--- src/rtl/scas_pkg.sv ---
/*
   Shared constants and types of the smart card activation sequencer.
   Assumes a single 40 MHz clock and a synchronous active-high reset.
*/
package scas_pkg;
   // -----------------------------------------------------------------
   // Sequencer and channel states
   // -----------------------------------------------------------------
   typedef enum logic [1:0] {
      SCAS_IDLE   = 2'h0,
      SCAS_ACTIVE = 2'h1,
      SCAS_FAULT  = 2'h3,
      SCAS_ALARM  = 2'h2
   } scas_state_e;

   typedef enum logic [1:0] {
      SCAS_CH_IDLE = 2'h0,
      SCAS_CH_H2C  = 2'h1,
      SCAS_CH_REL  = 2'h3,
      SCAS_CH_C2H  = 2'h2
   } scas_chan_e;

   // -----------------------------------------------------------------
   // Timing
   // -----------------------------------------------------------------
   localparam int unsigned SCAS_CLK_PERIOD_NS = 25;
   localparam int unsigned SCAS_FAULT_LIMIT_NS = 5000;
   localparam int unsigned SCAS_FAULT_CYC =
      (SCAS_FAULT_LIMIT_NS + SCAS_CLK_PERIOD_NS - 1) / SCAS_CLK_PERIOD_NS;
   localparam int unsigned SCAS_FAULT_CNT_W = 8;

   // -----------------------------------------------------------------
   // Pin levels and reset values
   // -----------------------------------------------------------------
   localparam logic SCAS_LOW = 1'h0;
   localparam logic SCAS_HIGH = 1'h1;
   localparam logic SCAS_DRIVE_N = 1'h0;
   localparam logic SCAS_RELEASE_N = 1'h1;
   localparam int unsigned SCAS_NUM_CHAN = 3;
endpackage

--- src/rtl/scas_ctl_if.sv ---
/*
   Control bundle from the sequencer to its fault timer and channels.
   Assumes all members are on clk_in of the sequencer.
*/
interface scas_ctl_if;
   logic fault_run;
   logic fault_expired;
   logic chan_en;
   logic shut;

   modport seq (output fault_run, output chan_en, output shut, input fault_expired);
   modport tmr (input fault_run, output fault_expired);
   modport chan (input chan_en, input shut);
endinterface

--- src/rtl/scas_ftmr.sv ---
/*
   Fault duration timer: counts cycles while a fault persists in the
   fault timeout state. Assumes run drops as soon as the fault ends.
*/
module scas_ftmr
   import scas_pkg::*;
#(
   parameter int unsigned LIMIT = SCAS_FAULT_CYC,
   parameter int unsigned CNT_W = SCAS_FAULT_CNT_W
) (
   input wire logic clk_in,
   input wire logic srst_in,
   scas_ctl_if.tmr ctl
);
   localparam logic [CNT_W-1:0] LIM = CNT_W'(LIMIT);
   localparam logic [CNT_W-1:0] ONE = CNT_W'(1);
   localparam logic [CNT_W-1:0] ZERO = '0;

   logic [CNT_W-1:0] cnt;
   logic [CNT_W-1:0] next_cnt;

   // -----------------------------------------------------------------
   // Saturating duration counter
   // -----------------------------------------------------------------
   assign next_cnt = !ctl.fault_run ? ZERO : (cnt == LIM) ? cnt : cnt + ONE;

   // Counter and expiry flag
   always_ff @(posedge clk_in) begin
      if (srst_in) begin
         cnt <= ZERO;
         ctl.fault_expired <= SCAS_LOW;
      end else begin
         cnt <= next_cnt;
         ctl.fault_expired <= ctl.fault_run && (next_cnt == LIM);
      end
   end
endmodule

--- src/rtl/scas_chan.sv ---
/*
   One bidirectional channel between a host-side and a card-side line.
   Both lines are open drain with external or dynamic pull-ups; the
   output enables are active low. Inputs are synchronous to clk_in.
*/
module scas_chan
   import scas_pkg::*;
(
   input wire logic clk_in,
   input wire logic srst_in,
   scas_ctl_if.chan ctl,
   input wire logic host_in,
   input wire logic card_in,
   output logic host_out,
   output logic host_oe_n_out,
   output logic card_out,
   output logic card_oe_n_out,
   output logic collision_out
);
   scas_chan_e state;
   scas_chan_e next_state;
   logic next_host_drv;
   logic next_card_drv;
   logic next_coll;

   // -----------------------------------------------------------------
   // Direction tracking: first side low is master
   // -----------------------------------------------------------------
   always_comb begin
      next_state = state;
      if (!ctl.chan_en) begin
         next_state = SCAS_CH_IDLE;
      end else begin
         case (state)
            SCAS_CH_IDLE: begin
               if (!host_in) begin
                  next_state = SCAS_CH_H2C;
               end else if (!card_in) begin
                  next_state = SCAS_CH_C2H;
               end
            end
            SCAS_CH_H2C: begin
               if (host_in) begin
                  next_state = SCAS_CH_REL;
               end
            end
            SCAS_CH_C2H: begin
               if (card_in) begin
                  next_state = SCAS_CH_REL;
               end
            end
            SCAS_CH_REL: begin
               if (host_in && card_in) begin
                  next_state = SCAS_CH_IDLE;
               end
            end
            default: next_state = SCAS_CH_IDLE;
         endcase
      end
   end

   // Drive decisions; a low imposed by the slave is never sent back
   assign next_card_drv = ctl.chan_en ? (next_state == SCAS_CH_H2C) : SCAS_HIGH;
   assign next_host_drv = ctl.chan_en ? (next_state == SCAS_CH_C2H) : ctl.shut;
   assign next_coll = ctl.chan_en && (state == SCAS_CH_REL) && !(host_in && card_in);

   // State and registered pin drivers
   always_ff @(posedge clk_in) begin
      if (srst_in) begin
         state <= SCAS_CH_IDLE;
         host_out <= SCAS_LOW;
         card_out <= SCAS_LOW;
         host_oe_n_out <= SCAS_RELEASE_N;
         card_oe_n_out <= SCAS_DRIVE_N;
         collision_out <= SCAS_LOW;
      end else begin
         state <= next_state;
         host_out <= SCAS_LOW;
         card_out <= SCAS_LOW;
         host_oe_n_out <= next_host_drv ? SCAS_DRIVE_N : SCAS_RELEASE_N;
         card_oe_n_out <= next_card_drv ? SCAS_DRIVE_N : SCAS_RELEASE_N;
         collision_out <= next_coll;
      end
   end
endmodule

--- src/rtl/scas_top.sv ---
/*
   Activation sequencer of a smart card interface: powers the card,
   passes host reset and clock, self-starts on request low, deactivates on
   request or fault, times faults and reports alarms and overtemperature.
   Assumes analog comparators supply overtemperature, fault, supply-ready
   and supply-discharged levels synchronous to clk_in; bidirectional
   lines are resolved outside from the active-low output enables.
*/
// Notes on behaviour
// - Overtemperature disables device and raises alarm
// - Request low starts activation, card present or not
// - Ready low when card supply is final
// - Card stays powered while presence holds
// - Card removal counts as fault, deactivates
// - Request high runs the deactivation sequence
// - Fault past the limit runs deactivation without host
// - Idle drives supply and card lines low
// - Idle releases ready, alarm, host lines
// - Idle lasts until supply has discharged
// - Activation ignored until discharge complete
// - Alarm state is idle plus alarm low
// - Alarm leaves only to idle, request high
// - Alarm cleared by toggle, activation still waits
// - Active supply level follows captured selection
// - Data lines carry data after ready low
// - Fault longer than limit enters alarm
// - Short fault returns to active state
// - Either side low after master release is collision
// - Shutdown pulls host side channel low
// - Supply level latched on request falling edge
module scas_top
   import scas_pkg::*;
#(
   parameter int unsigned FAULT_CYC = SCAS_FAULT_CYC,
   parameter int unsigned NUM_CHAN = SCAS_NUM_CHAN
) (
   input wire logic clk_in,
   input wire logic srst_in,
   input wire logic activation_request_n_in,
   input wire logic presence_sense_in,
   input wire logic switch_polarity_select_in,
   input wire logic supply_level_select_in,
   input wire logic host_reset_input_in,
   input wire logic host_clock_input_in,
   input wire logic overtemp_in,
   input wire logic supply_fault_in,
   input wire logic supply_final_in,
   input wire logic supply_discharged_in,
   input wire logic [NUM_CHAN-1:0] host_line_in,
   input wire logic [NUM_CHAN-1:0] card_line_in,
   output logic [NUM_CHAN-1:0] host_line_out,
   output logic [NUM_CHAN-1:0] host_line_oe_n_out,
   output logic [NUM_CHAN-1:0] card_line_out,
   output logic [NUM_CHAN-1:0] card_line_oe_n_out,
   output logic [NUM_CHAN-1:0] collision_out,
   output logic supply_enable_out,
   output logic supply_level_high_out,
   output logic card_reset_out,
   output logic card_clock_out,
   output logic ready_n_out,
   output logic ready_oe_n_out,
   output logic alarm_n_out,
   output logic alarm_oe_n_out,
   output logic presence_flag_n_out
);
   // -----------------------------------------------------------------
   // Declarations
   // -----------------------------------------------------------------
   scas_ctl_if ctl ();

   scas_state_e state;
   scas_state_e next_state;
   logic discharged;
   logic next_discharged;
   logic level_high;
   logic next_level_high;
   logic req_prev;
   logic req_fall;
   logic card_present;
   logic fault_cause;
   logic act_next;
   logic act_now;
   logic alarm_next;

   // True in the states where the card is powered
   function automatic logic scas_powered(input scas_state_e s);
      return (s == SCAS_ACTIVE) || (s == SCAS_FAULT);
   endfunction

   // -----------------------------------------------------------------
   // Event decoding
   // -----------------------------------------------------------------
   // Presence flag is active low; card present when flag is low
   assign card_present = !(presence_sense_in ^ switch_polarity_select_in);
   assign fault_cause = supply_fault_in || !card_present;
   assign req_fall = req_prev && !activation_request_n_in;
   assign act_next = scas_powered(next_state);
   assign act_now = scas_powered(state);
   assign alarm_next = (next_state == SCAS_ALARM);

   // -----------------------------------------------------------------
   // Sequencer
   // -----------------------------------------------------------------
   always_comb begin
      next_state = state;
      if (overtemp_in) begin
         next_state = SCAS_ALARM;
      end else begin
         case (state)
            SCAS_IDLE: begin
               if (!activation_request_n_in && discharged) begin
                  next_state = SCAS_ACTIVE;
               end
            end
            SCAS_ACTIVE: begin
               if (activation_request_n_in) begin
                  next_state = SCAS_IDLE;
               end else if (fault_cause) begin
                  next_state = SCAS_FAULT;
               end
            end
            SCAS_FAULT: begin
               if (activation_request_n_in) begin
                  next_state = SCAS_IDLE;
               end else if (!fault_cause) begin
                  next_state = SCAS_ACTIVE;
               end else if (ctl.fault_expired) begin
                  next_state = SCAS_ALARM;
               end
            end
            SCAS_ALARM: begin
               if (activation_request_n_in) begin
                  next_state = SCAS_IDLE;
               end
            end
            default: next_state = SCAS_IDLE;
         endcase
      end
   end

   // Discharge completion holds only while idle; re-armed on each entry
   assign next_discharged = (next_state == SCAS_IDLE) &&
      (discharged || supply_discharged_in);

   // Supply level latched on the request's falling edge only
   assign next_level_high = req_fall ? supply_level_select_in : level_high;

   // Timer and channel controls
   assign ctl.fault_run = (state == SCAS_FAULT) && fault_cause;
   // Enable follows the next state so the card lines drop low with the supply
   assign ctl.chan_en = act_next && !ready_n_out;
   assign ctl.shut = overtemp_in;

   // State and latches
   always_ff @(posedge clk_in) begin
      if (srst_in) begin
         state <= SCAS_IDLE;
         discharged <= SCAS_LOW;
         level_high <= SCAS_LOW;
         req_prev <= SCAS_HIGH;
      end else begin
         state <= next_state;
         discharged <= next_discharged;
         level_high <= next_level_high;
         req_prev <= activation_request_n_in;
      end
   end

   // -----------------------------------------------------------------
   // Registered pin drivers, decoded from the next state except the presence flag and the supply level
   // -----------------------------------------------------------------
   always_ff @(posedge clk_in) begin
      if (srst_in) begin
         supply_enable_out <= SCAS_LOW;
         supply_level_high_out <= SCAS_LOW;
         card_reset_out <= SCAS_LOW;
         card_clock_out <= SCAS_LOW;
         ready_n_out <= SCAS_HIGH;
         ready_oe_n_out <= SCAS_RELEASE_N;
         alarm_n_out <= SCAS_HIGH;
         alarm_oe_n_out <= SCAS_RELEASE_N;
         presence_flag_n_out <= SCAS_HIGH;
      end else begin
         supply_enable_out <= act_next;
         supply_level_high_out <= next_level_high;
         card_reset_out <= act_next && host_reset_input_in;
         card_clock_out <= act_next && host_clock_input_in;
         ready_n_out <= !(act_next && supply_final_in);
         ready_oe_n_out <= act_next ? SCAS_DRIVE_N : SCAS_RELEASE_N;
         alarm_n_out <= !alarm_next;
         alarm_oe_n_out <= (act_next || alarm_next) ? SCAS_DRIVE_N : SCAS_RELEASE_N;
         presence_flag_n_out <= presence_sense_in ^ switch_polarity_select_in;
      end
   end

   // -----------------------------------------------------------------
   // Fault timer and bidirectional channels
   // -----------------------------------------------------------------
   scas_ftmr #(
      .LIMIT(FAULT_CYC),
      .CNT_W(SCAS_FAULT_CNT_W)
   ) u_ftmr (
      .clk_in(clk_in),
      .srst_in(srst_in),
      .ctl(ctl)
   );

   // Index 0 data to card I/O, 1 and 2 the auxiliary pairs
   for (genvar i = 0; i < NUM_CHAN; i++) begin : g_chan
      scas_chan u_chan (
         .clk_in(clk_in),
         .srst_in(srst_in),
         .ctl(ctl),
         .host_in(host_line_in[i]),
         .card_in(card_line_in[i]),
         .host_out(host_line_out[i]),
         .host_oe_n_out(host_line_oe_n_out[i]),
         .card_out(card_line_out[i]),
         .card_oe_n_out(card_line_oe_n_out[i]),
         .collision_out(collision_out[i])
      );
   end

   // -----------------------------------------------------------------
   // Checks
   // -----------------------------------------------------------------
   localparam int FMAX = 210;
endmodule

--- config.mk ---
export PLATFORM = sky130hd
export DESIGN_NAME = scas_top
export DESIGN_NICKNAME = d
export VERILOG_FILES = /design/src/rtl/scas_pkg.sv /design/src/rtl/scas_ctl_if.sv /design/src/rtl/scas_ftmr.sv /design/src/rtl/scas_chan.sv /design/src/rtl/scas_top.sv
export SDC_FILE = /design/constraint.sdc
export NUM_CORES = 1
export LEC_CHECK = 0
export ABC_AREA = 1
export BUFFER_PORTS_ARGS = -buffer_cell sky130_fd_sc_hd__buf_2
export CELL_PAD_IN_SITES_DETAIL_PLACEMENT = 1
export CELL_PAD_IN_SITES_GLOBAL_PLACEMENT = 1
export CORE_UTILIZATION = 34
export CTS_CLUSTER_DIAMETER = 120
export CTS_CLUSTER_SIZE = 12
export DETAILED_ROUTE_END_ITERATION = 8
export GPL_TIMING_DRIVEN = 1
export PLACE_DENSITY_LB_ADDON = 0.1
export SYNTH_ARGS = -nofsm -noshare
export SYNTH_HDL_FRONTEND = slang
export SYNTH_SLANG_ARGS = --single-unit
--- constraint.sdc ---
create_clock -name clk_in -period 1.3 [get_ports clk_in]
set_input_delay 0.065 -clock clk_in [delete_from_list [all_inputs] [get_ports clk_in]]
set_output_delay 0.065 -clock clk_in [all_outputs]
set_load 0.05 [all_outputs]
-- Yosys cells after proc, flatten, opt, wreduce, memory -nomap -nowiden
Cells that the tools add are included.
Widths: inputs -> output; s select.
- add/sub/neg operators: 1
- equality and inequality tests: 23
- multipliers: 0
- muxes and demuxes: 46
- bitwise gates (word level): 1
- magnitude comparators: 0
- reduce and logical (&&, ||, !) cells: 34
- shifts and indexed selects: 0
- div/mod/pow operators: 0
- operator list (operator ; count):
    $mux 2 ; 26
    $pmux 2 s4 ; 4
    $eq 2x2->1 const B ; 13
    $logic_and 1x1->1 ; 18
    $eq 2x1->1 const B ; 8
    $eq 8x8->1 const B ; 2
    $mux 8 ; 2
    $mux 1 ; 14
    $logic_not 2->1 ; 5
    $add 8x1->8 const B ; 1
    $logic_not 1->1 ; 7
    $logic_or 1x1->1 ; 4
    $xor 1x1->1 ; 1
- memory bits (writable): 0
- flip-flop bits (word level): 37
- ROM bits: 0
- latch bits: 0
- output and inout port bits: 24
- memories: 0
- input port bits: 18

-- Depth between registers and ports, before layout
- depth in word-level cells: 13
- gate-level depth with buffers: 10

-- Hierarchy
A second synthesis with hierarchy kept.
- cell total of the unflattened synthesis: 235
- area total of the unflattened synthesis: 1685.4 µm²
- modules (own cells, without submodules) (module ; seq. area each (µm²) ; instances ; cells each ; area each (µm²)):
    scas_ftmr ; 180.2 ; 1 ; 72 ; 511.7
    scas_chan at g_chan[1].u_chan ... ; 100.1 ; 2 ; 37 ; 236.5
    scas_top ; 240.2 ; 1 ; 53 ; 454.2
    scas_chan at g_chan[0].u_chan ; 100.1 ; 1 ; 36 ; 246.5

-- Least setup slack after synthesis
No wires, ideal clock.
- path type: register -> register
- from: register u_ftmr.cnt[0]
- to: register u_ftmr.ctl.fault_expired
- clock period less this slack: 1.259 ns
- path buffers: 0
- stages on the path, launching flop included: 11
- arrival time: 1.147 ns
- setup time: 0.111 ns
- path slack: 0.041 ns
- cells stage by stage: dfxtp_1 inv_1 ha_1 inv_1 nor2_1 nand2_1 inv_1 nor2_1 o21ai_0 nand2_1 nor2_1
- longest elaborated chain between the ends: 5
- RTL lines (element ; RTL line ; text):
    start, declared ; scas_ftmr.sv:19 ; logic [CNT_W-1:0] cnt;
    start signal, assigned ; scas_ftmr.sv:33 ; cnt <= next_cnt;
    $add 8x1->8 or $eq 8x8->1 (tied branches) ; scas_ftmr.sv:25 ; assign next_cnt = !ctl.fault_run ? ZERO : (cnt == LIM) ? cnt : cnt + ONE;
    $mux 8 * (2 in a row) ; scas_ftmr.sv:25 ;
    $eq 8x8->1 * ; scas_ftmr.sv:34 ; ctl.fault_expired <= ctl.fault_run && (next_cnt == LIM);
    $logic_and 1x1->1 * ; scas_ftmr.sv:34 ;
    end signal, assigned ; scas_ftmr.sv:34 ;
    end, declared ; scas_ctl_if.sv:12 ; modport tmr (input fault_run, output fault_expired);
Mark *: on every way between the ends. The rest lies on a longest branch, timed or not.
A chain may end at the register's enable or synchronous reset.

-- Final worst setup path
- from: register state[0]
- to: register g_chan[2].u_chan.state[0]
- longest elaborated chain between the ends: 9
- RTL lines (element ; RTL line ; text):
    start, declared ; scas_top.sv:71 ; scas_state_e state;
    start signal, assigned ; scas_top.sv:162 ; state <= next_state;
    $mux 2 ; scas_top.sv:127 ; end else if (ctl.fault_expired) begin
    $mux 2 ; scas_top.sv:125 ; end else if (!fault_cause) begin
    $mux 2 ; scas_top.sv:123 ; if (activation_request_n_in) begin
    $pmux 2 s4 * ; scas_top.sv:109 ; case (state)
    $mux 2 * ; scas_top.sv:106 ; if (overtemp_in) begin
    $eq 2x1->1 or $eq 2x2->1 (tied branches) ; scas_top.sv:87 ; return (s == SCAS_ACTIVE) || (s == SCAS_FAULT);
    $logic_or 1x1->1 * ; scas_top.sv:87 ;
    $logic_and 1x1->1 * ; scas_top.sv:151 ; assign ctl.chan_en = act_next && !ready_n_out;
    $mux 2 * ; scas_chan.sv:31 ; if (!ctl.chan_en) begin
    end signal, assigned ; scas_chan.sv:77 ; state <= next_state;
    end, declared ; scas_chan.sv:20 ; scas_chan_e state;
Marked as above.

==> results.py <==
metrics = {
    "outcome": {
        "outcome": "finished with violations",
        "violations": "setup timing",
    },
    "clocking": {
        "clk_pin_slew_ns": 0.07,
        "insertion_delay_ns": 0.28,
        "clock-sinks": 37,
        "cts-htree-levels": 2,
        "cts-buffers-inserted": 5,
        "cts-root-buf": "clkbuf_8",
        "cts_buffer_depth": 2,
        "cts_tree": "built",
    },
    "synth": {
        "synthTopCellsByArea": "dfxtp_1 43%, nand2_1 9.6%, inv_1 7.6%",
        "synth_edf_count": 0,
        "yosys_warnings": 0,
        "seq_area_frac_synth_pct": 42.8,
        "netlist_area_um2": 1730,
        "yosysTopAreaCell": "dfxtp_1",
        "yosysUniqueCellTypes": 26,
        "avgSynthCellArea_um2": 7.49,
        "yosys-top-cells-count": "44 x nand2_1, 37 x dfxtp_1, 35 x inv_1",
        "yosysMostFrequentCell": "nand2_1",
        "synth-main-ff-cell": "dfxtp_1",
        "ys_ff_latch": 37,
        "syn_inst": 231,
        "synth_top_area_share_pct": 42.8,
        "postSynth.asyncResetShare_pct": 0,
    },
    "route": {
        "vias_per_cell": 4.45,
        "detailedRoute.firstIterationViolations": 34,
        "num_vias": 1556,
        "ant_nets": 0,
        "drc": 0,
        "detailedRoute.firstPassIterationCount": 4,
        "drt-total-wl_um": 4160,
        "wl_per_cell_um": 11.9,
    },
    "setup_path": {
        "start_kind": "register",
        "worstPathMaxFanout": 6,
        "reg2reg_depth": 8,
        "cpMaxStageDelayCell": "dfxtp_4",
        "timing.rr.start": "state[0]",
        "arrival_ns": 1.56,
        "crit_path_cell_trace": "nor2_2 -> inv_2 -> nor2_2 -> nor2_4 -> nand2_4 -> nor2_8 -> nand2_8 -> nor2_4",
        "critPathRequiredTime_ns": 1.52,
        "path_class": "reg2reg",
        "r2r_setup_slack_ns": -0.03,
        "critPathMaxStageDelay_ns": 0.37,
        "r2r_end": "g_chan[2].u_chan.state[0]",
        "crit_path_end_kind": "register",
    },
    "floorplanning": {
        "pin_count": 42,
        "die_h_um": 73.3,
        "die_w_um": 73.3,
        "core_um2": 4820,
        "fp-row-count": 25,
        "die_area_um2": 5380,
        "initial_core_util_pct": 35.9,
    },
    "finish": {
        "fin_nets": 302,
        "area_growth_pct": 29.5,
        "diodes": 0,
        "nFillCells": 643,
        "regArea_um2": 751,
        "finalNonFillerCells": 350,
        "multi_input_area_um2": 833,
        "drive_gt1_share_pct": 35.0,
        "finish.utilization_pct": 46.5,
    },
    "placement": {
        "io_buffer_count": 35,
        "place_hpwl_um": 2860,
        "dp.cells": 328,
        "dp_slack_ns": -0.0554,
        "gp_congestion": 0.707,
    },
    "worst_hold_path": {
        "min_to": "supply_level_high_out",
        "holdCritPathClass": "in2reg",
        "hold_depth": 3,
        "hp-start": "supply_level_select_in",
    },
    "grt": {
        "grtUsageTotal_pct": 15.6,
        "antenna_found_initial": 0,
        "grt_max_degree": 13,
        "grt_pass1_wl_um": 6420,
        "grt_overflow": 0,
        "grt_pass1_vias": 1477,
    },
    "sta": {
        "fin_crit_ns": 1.33,
        "timing.final.hold_violations": 0,
        "setup-violations-final": 7,
        "timing.hold.ws_ns": 0.0481,
        "fin_crit_sh_pct": 102,
        "rsz0062_at_grt": "true",
        "fin_setup_tns_ns": -0.0777,
        "skew_ns": 0.00729,
        "max_freq_mhz": 751,
        "layout_setup_ws_ns": -0.0316,
        "maxSlewViolCount": 0,
    },
    "job": {
        "cap_violations": 0,
    },
    "pwr": {
        "powerDensity_nw_per_um2": 1050,
        "p_leak_nw": 1.05,
        "ir_drop_mv": 0.543,
    },
}
==> per-layer routing <==
| metal | part of all wire [%] | GRT usage, % | up-vias |
|---|---|---|---|
| met5 | 0 | 0 | - |
| li1 | - | - | 802 |
| met1 | 45 | 20.0 | 724 |
| met2 | 51 | 25.6 | 25 |
| met4 | 1.3 | 5.77 | 0 |
| met3 | 3.4 | 3.70 | 5 |
==> logic make-up (layout without fill, tap and decap cells) <==
logic type,count (synthesis),after routing,synth area share [%]
buffers and inverters,52,98,15.1
adder cells (fa/ha/maj),2,2,1.45
AO/OA/AOI/OAI,19,19,6.73
flip-flops,37,37,42.8
XOR/XNOR,2,2,1.01
other,1,6,0.217
AND/OR/NAND/NOR,118,119,32.7
==> layout make-up <==
| cell class | instances | share of cell area [%] |
|---|---|---|
| timing repair buffer | 55 | 15.1 |
| inverter | 35 | 5.87 |
| sequential | 37 | 33.5 |
| clock buffer | 7 | 4.30 |
| tap | 67 | 3.74 |
| multi-input combinational | 148 | 37.2 |
| clock inverter | 1 | 0.223 |
==> sequential cells by signal, summed over array words and instances (netlist names), 2 cells and up <==
name / count
u_ftmr.cnt: 8
g_chan.u_chan.state: 6
g_chan.u_chan.card_oe_n_out: 3
g_chan.u_chan.collision_out: 3
g_chan.u_chan.host_oe_n_out: 3
state: 2
==> power breakdown <==
group / switching [mW] / total (mW) / internal, mW
Sequential: 0.00996 / 1.16 / 1.15
Combinational: 0.201 / 0.295 / 0.0934
Clock: 0.414 / 0.893 / 0.480
==> cell usage in the layout (no fill, tap or decap), drive strengths merged <==
master	instances
a211oi	2
a21oi	8
buf	51
clkbuf	7
clkinv	1
conb	6
dfxtp	37
dlygate4sd3	4
ha	2
inv	35
nand2	49
nand3	18
nand4	5
nor2	42
nor3	1
o211ai	4
o21ai	3
o21bai	1
o22a	1
or2	3
or3	1
xor2	2
==> how the worst max path moves through the flow <==
stage | end | slack, ns | from
global route | g_chan[2].u_chan.state[0] | -0.09 | state[0]
detailed placement | u_ftmr.ctl.fault_expired | -0.06 | u_ftmr.cnt[0]
floorplan | u_ftmr.ctl.fault_expired | 0.04 | u_ftmr.cnt[0]
global placement | u_ftmr.ctl.fault_expired | 0.01 | u_ftmr.cnt[0]
CTS | u_ftmr.ctl.fault_expired | -0.01 | u_ftmr.cnt[0]
finish | g_chan[2].u_chan.state[0] | -0.03 | state[0]
==> per-stage QoR <==
step                area, µm²  total power, mW
floorplan                1750             1.39
global placement         1930             1.44
detailed placement       1930             1.45
CTS                      2090             2.36
global route             2240             2.45
finish                   2240             2.35
==> what timing repair did <==
| item | 4_1_cts | 5_1_grt |
|---|---|---|
| setup buffers | 0 | 9 |
| endpoints found under the setup margin | 6 | 17 |
| hold buffers | 4 | 0 |
| gates resized for setup | 6 | 25 |
| pin swaps | 1 | 6 |
| endpoints found under the hold margin | 5 | 0 |
| gates cloned | 0 | 1 |
==> critical path: cells and delay by family, from the launching register on <==
kind,cells,cell delay (ns)
DFF,1,0.37
buffers and inverters,1,0.05
and+or+nand+nor,7,0.84
Note: power is estimated with default switching activity, not from simulation.
